### config.mk
export PLATFORM = sky130hd
export DESIGN_NAME = slf_check
export DESIGN_NICKNAME = d
export VERILOG_FILES = /design/src/rtl/slf_pkg.sv /design/src/rtl/slf_check.sv /design/src/rtl/slf_sb_mem.sv
export VERILOG_INCLUDE_DIRS = /design/src /design/src/rtl
export SDC_FILE = /design/constraint.sdc
export NUM_CORES = 2
export LEC_CHECK = 0
export ABC_CLOCK_PERIOD_IN_PS = 23700
export BUFFER_PORTS_ARGS = -buffer_cell sky130_fd_sc_hd__buf_4
export CELL_PAD_IN_SITES_DETAIL_PLACEMENT = 1
export CELL_PAD_IN_SITES_GLOBAL_PLACEMENT = 2
export CORE_MARGIN = 5
export CORE_UTILIZATION = 46
export DETAILED_ROUTE_END_ITERATION = 7
export MAX_ROUTING_LAYER = met4
export PLACE_DENSITY_LB_ADDON = 0.12
export SYNTH_ARGS = -nofsm -noshare
export SYNTH_HDL_FRONTEND = slang
export SYNTH_HIERARCHICAL = 1
export SYNTH_SLANG_ARGS = --single-unit
### constraint.sdc
create_clock -name clk_in -period 23.7 [get_ports clk_in]
set_input_delay 1.185 -clock clk_in [delete_from_list [all_inputs] [get_ports clk_in]]
set_output_delay 1.185 -clock clk_in [all_outputs]
set_load 0.05 [all_outputs]
### src/rtl/slf_regs.svh
// Constants for the store/load forward checker.
// Assumes inclusion by the package and the design files.
`ifndef SLF_REGS_SVH
`define SLF_REGS_SVH
`define SLF_BLOCK_BYTES   128
`define SLF_LINE_BYTES    64
`define SLF_PAGE_BYTES    4096
`define SLF_VA_W          48
`define SLF_SB_DEPTH      8
`define SLF_BASE_PENALTY  1
`define SLF_WIDE_PENALTY  1
`endif

### src/rtl/slf_pkg.sv
// Types for the store/load forward checker.
// Assumes slf_regs.svh sits beside it.
`include "slf_regs.svh"
package slf_pkg;
  typedef enum logic [2:0] {
    SZ_BYTE, SZ_WORD, SZ_DWORD, SZ_QWORD, SZ_TBYTE, SZ_DQWORD, SZ_QQWORD
  } slf_size_t;
  typedef struct packed {
    logic [`SLF_VA_W-1:0] addr;
    slf_size_t            size;
    logic [255:0]         data;
  } slf_store_t;
  typedef struct packed {
    logic [`SLF_VA_W-1:0] addr;
    slf_size_t            size;
    logic [7:0]           tag;
  } slf_load_t;
  typedef struct packed {
    logic       misaligned;
    logic       line_cross;
    logic       page_cross;
    logic [1:0] penalty;
  } slf_class_t;
endpackage

### src/rtl/slf_check.sv
// Store buffer with store-to-load forward check and misalignment class.
// Assumes pipelines on the same clock; entries allocated in program order.
`include "slf_regs.svh"
module slf_check #(
  parameter int DEPTH = `SLF_SB_DEPTH
) (
  // Clock and reset
  input  wire logic                     clk_in,
  input  wire logic                     rst_n_in,
  input  wire logic                     ce_in,
  // Store allocate
  input  wire logic                     st_valid_in,
  input  wire slf_pkg::slf_store_t      st_in,
  output logic                          st_ready_out,
  // Retire level from the reorder buffer for the head store
  input  wire logic                     rob_retired_in,
  // Cache write port
  output logic                          dc_wr_out,
  output logic [`SLF_VA_W-1:0]          dc_addr_out,
  input  wire logic                     dc_ack_in,
  // Load lookup
  input  wire logic                     ld_valid_in,
  input  wire slf_pkg::slf_load_t       ld_in,
  input  wire logic                     align_mask_in,
  output logic                          fwd_valid_out,
  output logic [255:0]                  fwd_data_out,
  output logic                          ld_replay_out,
  output logic                          ld_cache_out,
  output logic [7:0]                    ld_tag_out,
  output slf_pkg::slf_class_t           ld_class_out,
  output logic                          align_fault_out
);
  localparam int AW = $clog2(DEPTH);

  function automatic logic [5:0] size_bytes(slf_pkg::slf_size_t s);
    case (s)
      slf_pkg::SZ_BYTE:   size_bytes = 6'd1;
      slf_pkg::SZ_WORD:   size_bytes = 6'd2;
      slf_pkg::SZ_DWORD:  size_bytes = 6'd4;
      slf_pkg::SZ_QWORD:  size_bytes = 6'd8;
      slf_pkg::SZ_TBYTE:  size_bytes = 6'd10;
      slf_pkg::SZ_DQWORD: size_bytes = 6'd16;
      default:            size_bytes = 6'd32;
    endcase
  endfunction

  // Alignment step: tbyte aligns to 8, not 10
  function automatic logic [5:0] align_of(slf_pkg::slf_size_t s);
    align_of = (s == slf_pkg::SZ_TBYTE) ? 6'd8 : size_bytes(s);
  endfunction

  function automatic logic is_aligned(logic [`SLF_VA_W-1:0] a, slf_pkg::slf_size_t s);
    is_aligned = ((a[5:0] & (align_of(s) - 6'd1)) == 6'h00);
  endfunction

  // Dwords of one 16-byte bank touched; a bank crosser is seen in its first bank only
  function automatic logic [3:0] dw_mask(logic [3:0] off, slf_pkg::slf_size_t s);
    logic [5:0] last;
    last    = 6'(off) + size_bytes(s) - 6'd1;
    dw_mask = 4'h0;
    for (int q = 0; q < 4; q++) begin
      if (q >= int'(off[3:2]) && q <= int'(last[5:2])) begin
        dw_mask[q] = 1'b1;
      end
    end
  endfunction

  ////////////////////////////////////////////////////////////////////////////
  // Store buffer control
  logic [`SLF_VA_W-1:0] addr_q [DEPTH];
  logic [`SLF_VA_W-1:0] addr_d [DEPTH];
  slf_pkg::slf_size_t   size_q [DEPTH];
  slf_pkg::slf_size_t   size_d [DEPTH];
  logic [DEPTH-1:0]     vld_q, vld_d;
  logic [AW-1:0]        head_q, head_d, tail_q, tail_d;
  logic [AW:0]          cnt_q, cnt_d;
  logic                 push, pop;

  assign push = st_valid_in && st_ready_out;
  // Head store writes the cache only once the reorder buffer says it retired
  assign pop  = dc_wr_out && dc_ack_in;

  always_comb begin
    addr_d = addr_q;
    size_d = size_q;
    vld_d  = vld_q;
    head_d = head_q;
    tail_d = tail_q;
    cnt_d  = cnt_q;
    if (push) begin
      addr_d[tail_q] = st_in.addr;
      size_d[tail_q] = st_in.size;
      vld_d[tail_q]  = 1'b1;
      tail_d         = AW'(tail_q + 1'b1);
    end
    if (pop) begin
      vld_d[head_q] = 1'b0;
      head_d        = AW'(head_q + 1'b1);
    end
    cnt_d = AW'(0) + cnt_q + (AW+1)'(push) - (AW+1)'(pop);
  end

  always_ff @(posedge clk_in or negedge rst_n_in) begin
    if (!rst_n_in) begin
      vld_q  <= '0;
      head_q <= '0;
      tail_q <= '0;
      cnt_q  <= '0;
      for (int i = 0; i < DEPTH; i++) begin
        addr_q[i] <= '0;
        size_q[i] <= slf_pkg::SZ_BYTE;
      end
    end else if (ce_in) begin
      vld_q  <= vld_d;
      head_q <= head_d;
      tail_q <= tail_d;
      cnt_q  <= cnt_d;
      addr_q <= addr_d;
      size_q <= size_d;
    end
  end

  ////////////////////////////////////////////////////////////////////////////
  // Forward search, oldest first so the youngest overlap wins
  logic           hit, refuse, mis_ld, dw_hi, dw_lo, ovl;
  logic [AW-1:0]  hit_idx, j;
  logic [3:0]     ld_dw, st_dw;
  logic [5:0]     lb, sb_sz;
  logic [7:0]     end_off;
  logic [12:0]    end_pg;

  always_comb begin
    hit     = 1'b0;
    refuse  = 1'b0;
    hit_idx = '0;
    j       = '0;
    ovl     = 1'b0;
    st_dw   = 4'h0;
    ld_dw   = dw_mask(ld_in.addr[3:0], ld_in.size);
    dw_hi   = 1'b0;
    dw_lo   = 1'b0;
    sb_sz   = '0;
    lb      = size_bytes(ld_in.size);
    mis_ld  = !is_aligned(ld_in.addr, ld_in.size);
    // Oldest to youngest so the youngest overlap is last to win
    for (int k = 0; k < DEPTH; k++) begin
      j     = AW'(head_q + AW'(k));
      sb_sz = size_bytes(size_q[j]);
      st_dw = dw_mask(addr_q[j][3:0], size_q[j]);
      // Bits 4..11 with shared dwords, then the upper bits
      ovl = vld_q[j] && (addr_q[j][11:4] == ld_in.addr[11:4])
            && ((st_dw & ld_dw) != 4'h0)
            && (addr_q[j][`SLF_VA_W-1:12] == ld_in.addr[`SLF_VA_W-1:12]);
      if (vld_q[j] && addr_q[j][`SLF_VA_W-1:2] == ld_in.addr[`SLF_VA_W-1:2]
          && sb_sz <= 6'd2) begin
        if (addr_q[j][1:0] != 2'b00) dw_hi = 1'b1;
        else                         dw_lo = 1'b1;
      end
      if (ovl) begin
        hit     = 1'b1;
        hit_idx = j;
        refuse  = (addr_q[j] != ld_in.addr)
                  || (lb > sb_sz)
                  || mis_ld || !is_aligned(addr_q[j], size_q[j]);
      end
    end
    if (hit && lb <= 6'd2 && dw_hi && dw_lo) refuse = 1'b1;
  end

  // Forward data lands one cycle later from the registered array
  slf_sb_mem #(.DEPTH(DEPTH), .W(256)) u_mem (
    .clk_in    (clk_in),
    .ce_in     (ce_in),
    .we_in     (push),
    .waddr_in  (tail_q),
    .wdata_in  (st_in.data),
    .raddr_in  (hit_idx),
    .rdata_out (fwd_data_out)
  );

  ////////////////////////////////////////////////////////////////////////////
  // Load result and misalignment class
  logic       fwd_d, rep_d, cache_d, flt_d;
  logic [7:0] tag_d;
  slf_pkg::slf_class_t cls_d;

  always_comb begin
    end_off = 8'(ld_in.addr[6:0]) + 8'(lb) - 8'd1;
    end_pg  = 13'(ld_in.addr[11:0]) + 13'(lb) - 13'd1;
    cls_d.misaligned = ld_valid_in && (end_off >= 8'(`SLF_BLOCK_BYTES));
    cls_d.line_cross = cls_d.misaligned &&
                       ((7'(ld_in.addr[5:0]) + 7'(lb) - 7'd1) >= 7'(`SLF_LINE_BYTES));
    cls_d.page_cross = cls_d.misaligned &&
                       (end_pg >= 13'(`SLF_PAGE_BYTES));
    cls_d.penalty    = 2'd0;
    if (ld_valid_in && mis_ld) cls_d.penalty = 2'(`SLF_BASE_PENALTY);
    if (ld_valid_in && mis_ld && lb >= 6'd16)
      cls_d.penalty = 2'(`SLF_BASE_PENALTY + `SLF_WIDE_PENALTY);
    fwd_d   = ld_valid_in && hit && !refuse;
    // Refused load is replayed until the store drains, then goes to cache
    rep_d   = ld_valid_in && hit && refuse;
    cache_d = ld_valid_in && !hit;
    tag_d   = ld_in.tag;
    flt_d   = ld_valid_in && align_mask_in && mis_ld;
  end

  always_ff @(posedge clk_in or negedge rst_n_in) begin
    if (!rst_n_in) begin
      fwd_valid_out   <= 1'b0;
      ld_replay_out   <= 1'b0;
      ld_cache_out    <= 1'b0;
      ld_tag_out      <= '0;
      ld_class_out    <= '0;
      align_fault_out <= 1'b0;
      st_ready_out    <= 1'b0;
      dc_wr_out       <= 1'b0;
      dc_addr_out     <= '0;
    end else if (ce_in) begin
      fwd_valid_out   <= fwd_d;
      ld_replay_out   <= rep_d;
      ld_cache_out    <= cache_d;
      ld_tag_out      <= tag_d;
      ld_class_out    <= cls_d;
      align_fault_out <= flt_d;
      // Conservative: leaves one slot spare for the in-flight push
      st_ready_out    <= (cnt_d < (AW+1)'(DEPTH - 1));
      // Held until acknowledged; one cycle off after a pop so that the
      // retire level seen next belongs to the new head
      dc_wr_out       <= !pop && (dc_wr_out || (vld_d[head_d] && rob_retired_in));
      dc_addr_out     <= addr_d[head_d];
    end
  end
endmodule // slf_check

### src/rtl/slf_sb_mem.sv
// Store-buffer data array, registered read.
// Assumes one write and one read port on one clock.
`include "slf_regs.svh"
module slf_sb_mem #(
  parameter int DEPTH = `SLF_SB_DEPTH,
  parameter int W     = 256
) (
  // Clock
  input  wire logic                     clk_in,
  input  wire logic                     ce_in,
  // Write
  input  wire logic                     we_in,
  input  wire logic [$clog2(DEPTH)-1:0] waddr_in,
  input  wire logic [W-1:0]             wdata_in,
  // Read
  input  wire logic [$clog2(DEPTH)-1:0] raddr_in,
  output logic      [W-1:0]             rdata_out
);
  logic [W-1:0] mem_q [DEPTH];
  always_ff @(posedge clk_in) begin
    if (ce_in) begin
      if (we_in) begin
        mem_q[waddr_in] <= wdata_in;
      end
      rdata_out <= mem_q[raddr_in];
    end
  end
endmodule // slf_sb_mem

Yosys cells after proc, flatten, opt, wreduce, memory -nomap -nowiden
Memories as Yosys holds them, arrays and structs flattened. A register that Yosys moved wholly into a read port is not among the register bits.
Index checks and enable logic that the tools add are counted.
- register bits after elaboration: 493
- bits in latches: 0
- bits in writable memories: 2048
- memory bits (read-only): 0
- input port bits: 374
- output and inout port bits: 323
- logic and storage cells: 649
- memories kept: 1
- memory list (memory ; depth ; width ; rd ports ; clocked after Yosys merged registers in ; write ports ; line ; RTL):
    u_mem.mem_q ; 8 ; 256 ; 1 ; 1 ; 1 ; slf_sb_mem.sv:19 ; logic [W-1:0] mem_q [DEPTH];
- add/subtract/negate cells: 43
- multiply operators: 0
- divide/modulo/power cells: 0
- order comparisons: 99
- equality and inequality tests: 77
- shifts and indexed selects: 0
- mux-type cells: 216
- bitwise operators: 30
- reduce and logical (&&, ||, !) cells: 151
- operators with widths (cell ; count):
    48-bit binary-select mux with 3-bit select ; 9
    48-bit two-way mux ; 19
    384-bit bitwise mux ; 1
    384-bit two-way mux ; 1
    48-bit != test ; 8
    46-bit == test ; 8
    6-bit one-hot mux with 6 select lines ; 9
    36-bit == test ; 8
    6-bit one-hot mux with 5 select lines ; 9
    48-bit demux with 3-bit select ; 1
    6-bit by 1-bit subtractor with 6-bit output (second input constant) ; 18
    6-bit two-way mux ; 17
    1-bit two-way mux ; 100
    1-bit logical AND ; 79
    3-bit two-way mux ; 26
    3-bit binary-select mux with 3-bit select ; 8
    2-bit by 4-bit less-or-equal comparator with 1-bit output (first input constant) ; 18
    8-bit == test ; 8
    4-bit by 6-bit adder with 6-bit output ; 9
    6-bit AND ; 9
    3-bit by 2-bit == test with 1-bit output (second input constant) ; 18
    3-bit == test (second input constant) ; 18
    6-bit by 2-bit less-or-equal comparator with 1-bit output (second input constant) ; 9
    6-bit zero test ; 9
    other kinds (42) ; 197

Logic depth before layout (Yosys ltp)
- depth after elaboration: 33
- mapped depth: 37
- depth with buffers taken out: 24

Modules after synthesis
The synthesis kept the hierarchy.
- by module, submodules not included (module ; times used ; cells an instance ; area each (um^2) ; seq. area each (um^2)):
    slf_sb_mem ; 1 ; 3227 ; 84604.9 ; 69186.4
    slf_check ; 1 ; 5128 ; 52833.2 ; 12336.8

Worst setup path before layout
OpenSTA, ideal clock, no wires.
- path type: input-to-reg
- from: input port st_valid_in
- to: memory u_mem.mem_q[4][0] (enable)
- library setup time: 1.186 ns
- arrival time: 18.829 ns
- required time: 22.514 ns
- setup slack: 3.685 ns
- stages on the path: 4
- buffers on the path: 0
- cells stage by stage: nand2_1 inv_1 nand3_1 nor3_1
- longest elaborated chain between the ends: 4
- ends and longest elaborated chain (what ; line ; RTL):
    start, declared ; slf_check.sv:12 ; input wire logic st_valid_in,
    1-bit logical AND ; slf_check.sv:79 ; assign push = st_valid_in && st_ready_out;
    via push ; slf_check.sv:77 ; logic push, pop;
    1-bit two-way mux ; slf_sb_mem.sv:22 ; if (we_in) begin
    1-bit two-way mux ; slf_sb_mem.sv:21 ; if (ce_in) begin
    1-bit two-way mux (implied by the code) ; slf_sb_mem.sv:23 ; mem_q[waddr_in] <= wdata_in;
    end, declared ; slf_sb_mem.sv:19 ;
The timed path passes the listed nets, and every way through them passes these cells.

Worst setup path in the final report
- from: register head_q[2]
- to: register u_mem.rdata_out[221] (read register of u_mem.mem_q) (data pin)
- longest elaborated chain between the ends: 23
- elaborated cells between the ends (all ways): 311
- those cells by class: 23 x add/sub; 48 x order compare; 56 x eq/ne; 112 x mux; 16 x bitwise; 56 x reduce/logical
- ends and longest elaborated chain (what ; line ; RTL):
    start, declared ; slf_check.sv:75 ; logic [AW-1:0] head_q, head_d, tail_q, tail_d;
    start signal, assigned ; slf_check.sv:106 ; head_q <= '0;
    start signal, assigned ; slf_check.sv:115 ; head_q <= head_d;
    3-bit by 1-bit adder with 3-bit output / 3-bit NOT with 4-bit output (equally long branches) ; n/a ;
    3-bit NOT with 4-bit output (implied by the code) / 3-bit binary-select mux with 3-bit select (equally long branches) ; slf_check.sv:149, slf_check.sv:151, slf_check.sv:153 ;
    3-bit binary-select mux with 3-bit select / 3-bit two-way mux (equally long branches) ; slf_check.sv:149 ; st_dw = dw_mask(addr_q[j][3:0], size_q[j]);
    3-bit two-way mux (implied by the code) ; slf_check.sv:149 ;
    3-bit two-way mux (implied by the code), or another cell as far along ; slf_check.sv:149 ;
    3-bit == test, or another cell as far along ; slf_check.sv:36 ; case (s)
    6-bit one-hot mux with 6 select lines / 4-bit by 6-bit adder with 6-bit output (equally long branches) ; slf_check.sv:36, slf_check.sv:59 ;
    4-bit by 6-bit adder with 6-bit output / 6-bit by 1-bit subtractor with 6-bit output (equally long branches) ; slf_check.sv:59 ; last = 6'(off) + size_bytes(s) - 6'd1;
    [3 not listed] ; n/a ;
    1-bit two-way mux / 4-bit AND (equally long branches) ; slf_check.sv:62, slf_check.sv:152 ;
    4-bit AND / 4-bit nonzero test (equally long branches) ; slf_check.sv:152 ; && ((st_dw & ld_dw) != 4'h0)
    4-bit nonzero test / 1-bit logical AND (equally long branches) ; slf_check.sv:152 ;
    1-bit logical AND (on tied branches) ; slf_check.sv:152, slf_check.sv:151 ;
    1-bit logical AND / 3-bit two-way mux (equally long branches) ; slf_check.sv:151, slf_check.sv:159 ;
    3-bit two-way mux (6 in series) ; slf_check.sv:159 ; if (ovl) begin
    3-bit two-way mux (*) ; slf_check.sv:159 ;
    via hit_idx[0] ; slf_check.sv:126 ; logic [AW-1:0] hit_idx, j;
    end, declared ; slf_sb_mem.sv:17 ; output logic [W-1:0] rdata_out
Mark *: on every way through the listed nets, which the timed path passes. The rest lies on a longest branch. The select of a mux whose other input is x is not followed.
A chain may end at the register's enable or synchronous reset.

==> flow_results.org <==
** STA
- Based on the critical path, the design can be clocked at up to between 70 and 80 MHz.
- TNS Setup :: 0 ps
- Headroom to the max-slew limit came out at 4.88%.
- Setup repair after global routing left no endpoint under its margin.
- Post-Route Hold Slack :: roughly 330 ps
- Setup violations remaining at the end of the flow were counted as 0.
- In the finished design, the share of the clock period the worst path needs comes to a little over half.
- The total count of hold-check failures in the final report is 0.
- Transition time of the tightest slew-check pin :: 1430 ps
- Slew Limit Fails :: 0
- Counting I/O delays and the setup requirement, the final critical path takes 12680 ps.
- Final Skew :: between 90 and 100 ps

** Setup path
- Type of element launching the critical path :: flop
- Of all nets on the critical path, the largest fanout is 82.
- Cell occurring most often along the worst timing path :: sky130_fd_sc_hd__buf_4
- Slowest cell delay on critical path :: about 1100 ps
- Setup Crit Path Kind :: reg -> reg
- Required time at the worst-slack endpoint :: approximately 24000 ps
- Critical-path cell with the highest stage delay :: sky130_fd_sc_hd__nor4_1
- Arr. time, crit path :: around 13000 ps
- Sort of element at the end of the critical path :: flop
- Traced cell by cell, the critical path runs through inv_2 > ha_4 > buf_4 > buf_4 > mux4_2 > mux2i_1 > xnor2_1 > nor4_1 > nand4_1 > nor4_2 > buf_4 > or3b_1 > a21o_1 > o211a_1 > a21oi_4 > buf_12 > buf_4 > buf_4 > buf_4 > mux4_2 > mux2_2.

** Clock tree
- CTS tree :: done
- Post-cts sizing count :: 0
- Clock tree synthesis found a total of around 2800 sinks.
- The number of hold buffers added after CTS was 0.
- Clk_lat worst skew :: roughly 920 ps
- Clock-pin slew was measured on the worst setup and hold paths at approximately 60 ps.
- CTS Buffer Depth :: 4
- CTS Root Buffer Type :: sky130_fd_sc_hd__clkbuf_16
- After clock tree synthesis, the setup repair step added 0 buffers.
- Clock tree synthesis inserted a total of 301 buffers.
- H-tree levels :: 5

** Final layout
- Share of cells above drive strength 1 :: 33.8%
- Count of non-filler cells in the finished layout :: between 10000 and 15000
- In the final layout, flip-flops and latches occupy 81500 sq um.
- Post-synthesis to final-layout area growth :: 13.6%
- Total Nets Final :: 9462
- The filler cells instantiated in the layout total approximately 28000.
- The library cells used most frequently in the layout, excluding fill and tap cells, are sky130_fd_sc_hd__edfxtp_1, sky130_fd_sc_hd__mux4_2, sky130_fd_sc_hd__buf_4, sky130_fd_sc_hd__mux2_2, sky130_fd_sc_hd__dfrtp_1.
- Leaving out fill and tap cells, the most frequent cell in the layout is sky130_fd_sc_hd__edfxtp_1.
- The multi-input combinational cells in the finished layout cover a total of ~52000 sq um.

** GRT
- Antenna violations before repair :: 100
- Entering global routing, the biggest net connects ~170 pins.
- The first global-routing pass estimated 694 mm of wire.
- Leftover overflow at the end of global routing :: 0
- Global routing used about a third of the available tracks.
- The via count of the first global-routing pass was around 90000.

** Synth
- Synthesized flop and latch total :: roughly 2800
- Mapped Avg Cell Area :: between 15 and 20 sq um
- Synthesis produced a netlist with a net count of 8874.
- Number of instances in the synthesized netlist :: roughly 8400
- Share of synthesized area occupied by flip-flops and latches :: 59.3%
- Counting distinct cell types in the post-synthesis netlist gives 98.
- Post-synthesis instance area :: between 100000 and 150000 sq um
- In this run, synthesis inferred around 2300 flip-flops with an integrated enable.
- In the synthesized netlist the dominant register cell turns out to be sky130_fd_sc_hd__edfxtp_1.
- For this run, the number of Yosys warnings is 6.
- Synth async-reset ratio :: 17.6%

** Pwr
- Overall power of the completed layout :: between 20 and 25 mW
- Summed over all cells, the static leakage comes to ~55 nW.
- Power density normalized to cell area :: around 160 nW/um^2
- VDD IR max :: 158 uV

** Placement
- The HPWL after detailed placement is 330 mm.
- After detailed placement, the design holds a cell count of ~13000.
- GP Congestion :: 1.04
- Count of input and output buffers :: between 600 and 700

** Floorplan
- Width of the die :: 557 um
- Row count :: 200
- The die covers about 310000 sq um.
- For this configuration, the core starts out at a cell density of between 40% and 50%.
- Core Region :: 297000 sq um
- Pin placement for this block handled roughly 700 I/O pins.
- Die height :: 557 um

** Min path
- Hold/Removal Path Class :: in -> async

** Route
- Dividing the detail-routed via count by the number of cells gives between 6 and 7.
- After detailed routing, the average wire length per cell comes to 37.2 um.
- Wires add up to 491 mm.
- Drt first pass iters :: 8
- The detailed router finished its first iteration with about 10000 violations.
- Total via count after detailed routing :: between 80000 and 90000
- Remaining antenna violation count after routing :: 0
- In the routed design, unresolved DRC markers number 1.

** Outcome
- The run finished, with violations left.
- The final reports fail on design-rule violations.

** Flow run
- Max-cap violations in this run came to 0.
[state kept, by name (all words and copies together) (netlist names), 4 cells and up]
signal / flops
addr_q: 384
cnt_q: 4
dc_addr_out: 48
ld_class_out: 5
ld_tag_out: 8
size_q: 24
u_mem/mem_q: 2048
u_mem/rdata_out: 256
vld_q: 8
[final timing paths]
check,from,to,slack [ps],cells past startpoint
hold / removal,rst_n_in,dc_addr_out[37],330,1
max in group asynchronous,rst_n_in,dc_addr_out[9],20200,4
hold reg to reg,cnt_q[3],cnt_q[3],500,1
setup reg to reg,head_q[2],u_mem/rdata_out[221],11020,21
min in group clk_in,st_in[76],u_mem/mem_q[1][76],500,1
setup / recovery,head_q[2],u_mem/rdata_out[221],11020,21
[kinds of logic (layout without fill, tap and decap cells)]
logic type               count (synthesis)  count (layout)  synth area share (%)
AO/OA/AOI/OAI                          961             961                  5.17
XOR/XNOR                               433             433                  2.78
adder cells (fa/ha/maj)                145             145                  1.37
buffers and inverters                  742            1563                  2.85
flip-flops                            2797            2797                  59.3
multiplexers                          2152            2152                  24.6
other                                    0              84                     0
AND/OR/NAND/NOR                       1125            1125                  3.92
[metal layers]
metal / vias up / track usage (%) / routed length, um
met4: 0 / 11.8 / 21200
met3: 789 / 7.24 / 40600
met5: - / - / 0
li1: 35200 / - / -
met2: 3644 / 49.7 / 233000
met1: 45800 / 41.9 / 196000
[synthesized netlist by cell type (21+ instances only)]
cell | number | area, sq um
sky130_fd_sc_hd__edfxtp_1 | 2304 | 69200
sky130_fd_sc_hd__mux4_2 | 889 | 20000
sky130_fd_sc_hd__mux2_2 | 797 | 8970
sky130_fd_sc_hd__dfrtp_1 | 493 | 12300
sky130_fd_sc_hd__mux2i_1 | 458 | 4580
sky130_fd_sc_hd__nand2_1 | 386 | 1450
sky130_fd_sc_hd__xnor2_1 | 324 | 2840
sky130_fd_sc_hd__clkbuf_1 | 266 | 998
sky130_fd_sc_hd__nor2_1 | 226 | 848
sky130_fd_sc_hd__a222oi_1 | 166 | 1660
sky130_fd_sc_hd__nand3_1 | 156 | 781
sky130_fd_sc_hd__o22ai_1 | 149 | 932
sky130_fd_sc_hd__ha_1 | 135 | 1690
sky130_fd_sc_hd__a21oi_1 | 121 | 606
sky130_fd_sc_hd__inv_1 | 111 | 417
sky130_fd_sc_hd__xor2_1 | 105 | 920
sky130_fd_sc_hd__o21ai_0 | 100 | 500
sky130_fd_sc_hd__buf_2 | 98 | 490
sky130_fd_sc_hd__buf_1 | 92 | 345
sky130_fd_sc_hd__buf_6 | 83 | 935
sky130_fd_sc_hd__a31oi_1 | 69 | 432
sky130_fd_sc_hd__a221oi_1 | 68 | 596
sky130_fd_sc_hd__nand4_1 | 65 | 407
sky130_fd_sc_hd__buf_4 | 62 | 465
sky130_fd_sc_hd__nor3_1 | 59 | 295
sky130_fd_sc_hd__a22oi_1 | 38 | 285
sky130_fd_sc_hd__nor4_1 | 37 | 231
sky130_fd_sc_hd__nand2b_1 | 36 | 225
sky130_fd_sc_hd__nor2b_1 | 30 | 188
sky130_fd_sc_hd__o21a_1 | 28 | 210
sky130_fd_sc_hd__a211oi_1 | 27 | 203
sky130_fd_sc_hd__o221ai_1 | 25 | 219
sky130_fd_sc_hd__a21o_1 | 22 | 165
sky130_fd_sc_hd__and3_1 | 21 | 131
[worst max-delay path, delay by kind of cell (launching register included)]
kind                     cells  cell delay, ps
flip-flops                   1            1000
adder cells (fa/ha/maj)      1            1000
buffers and inverters        8            5040
multiplexers                 4            1470
AND/OR/NAND/NOR              4            2770
AO/OA/AOI/OAI                3             580
XOR/XNOR                     1             230
[final cells by class]
| class | instances | share of cell area (%) |
|---|---|---|
| Clock buffer | 381 | 5.16 |
| Inverter | 128 | 0.311 |
| Antenna cell | 84 | 0.135 |
| Sequential cell | 2797 | 52.2 |
| Timing Repair Buffer | 899 | 4.45 |
| Clock inverter | 155 | 0.987 |
| Tap cell | 3939 | 3.16 |
| Multi-Input combinational cell | 4816 | 33.6 |
[where the power goes]
group,total (mW),internal (mW),switching [mW]
clock,4.61,2.62,1.99
sequential,6.90,5.94,0.963
combinational,12.7,5.02,7.69
total,24.2,13.6,10.6
[per-stage QoR]
step	util, %	worst slack [ps]	instance area (sq um)
6_report	52.5	11020	156000
5_1_grt	52.5	10450	156000
4_1_cts	52.4	10980	156000
3_5_place_dp	49.2	11020	146000
3_3_place_gp	49.2	10520	146000
2_1_floorplan	-	3680	137000
Note: power is estimated with default switching activity, not from simulation.
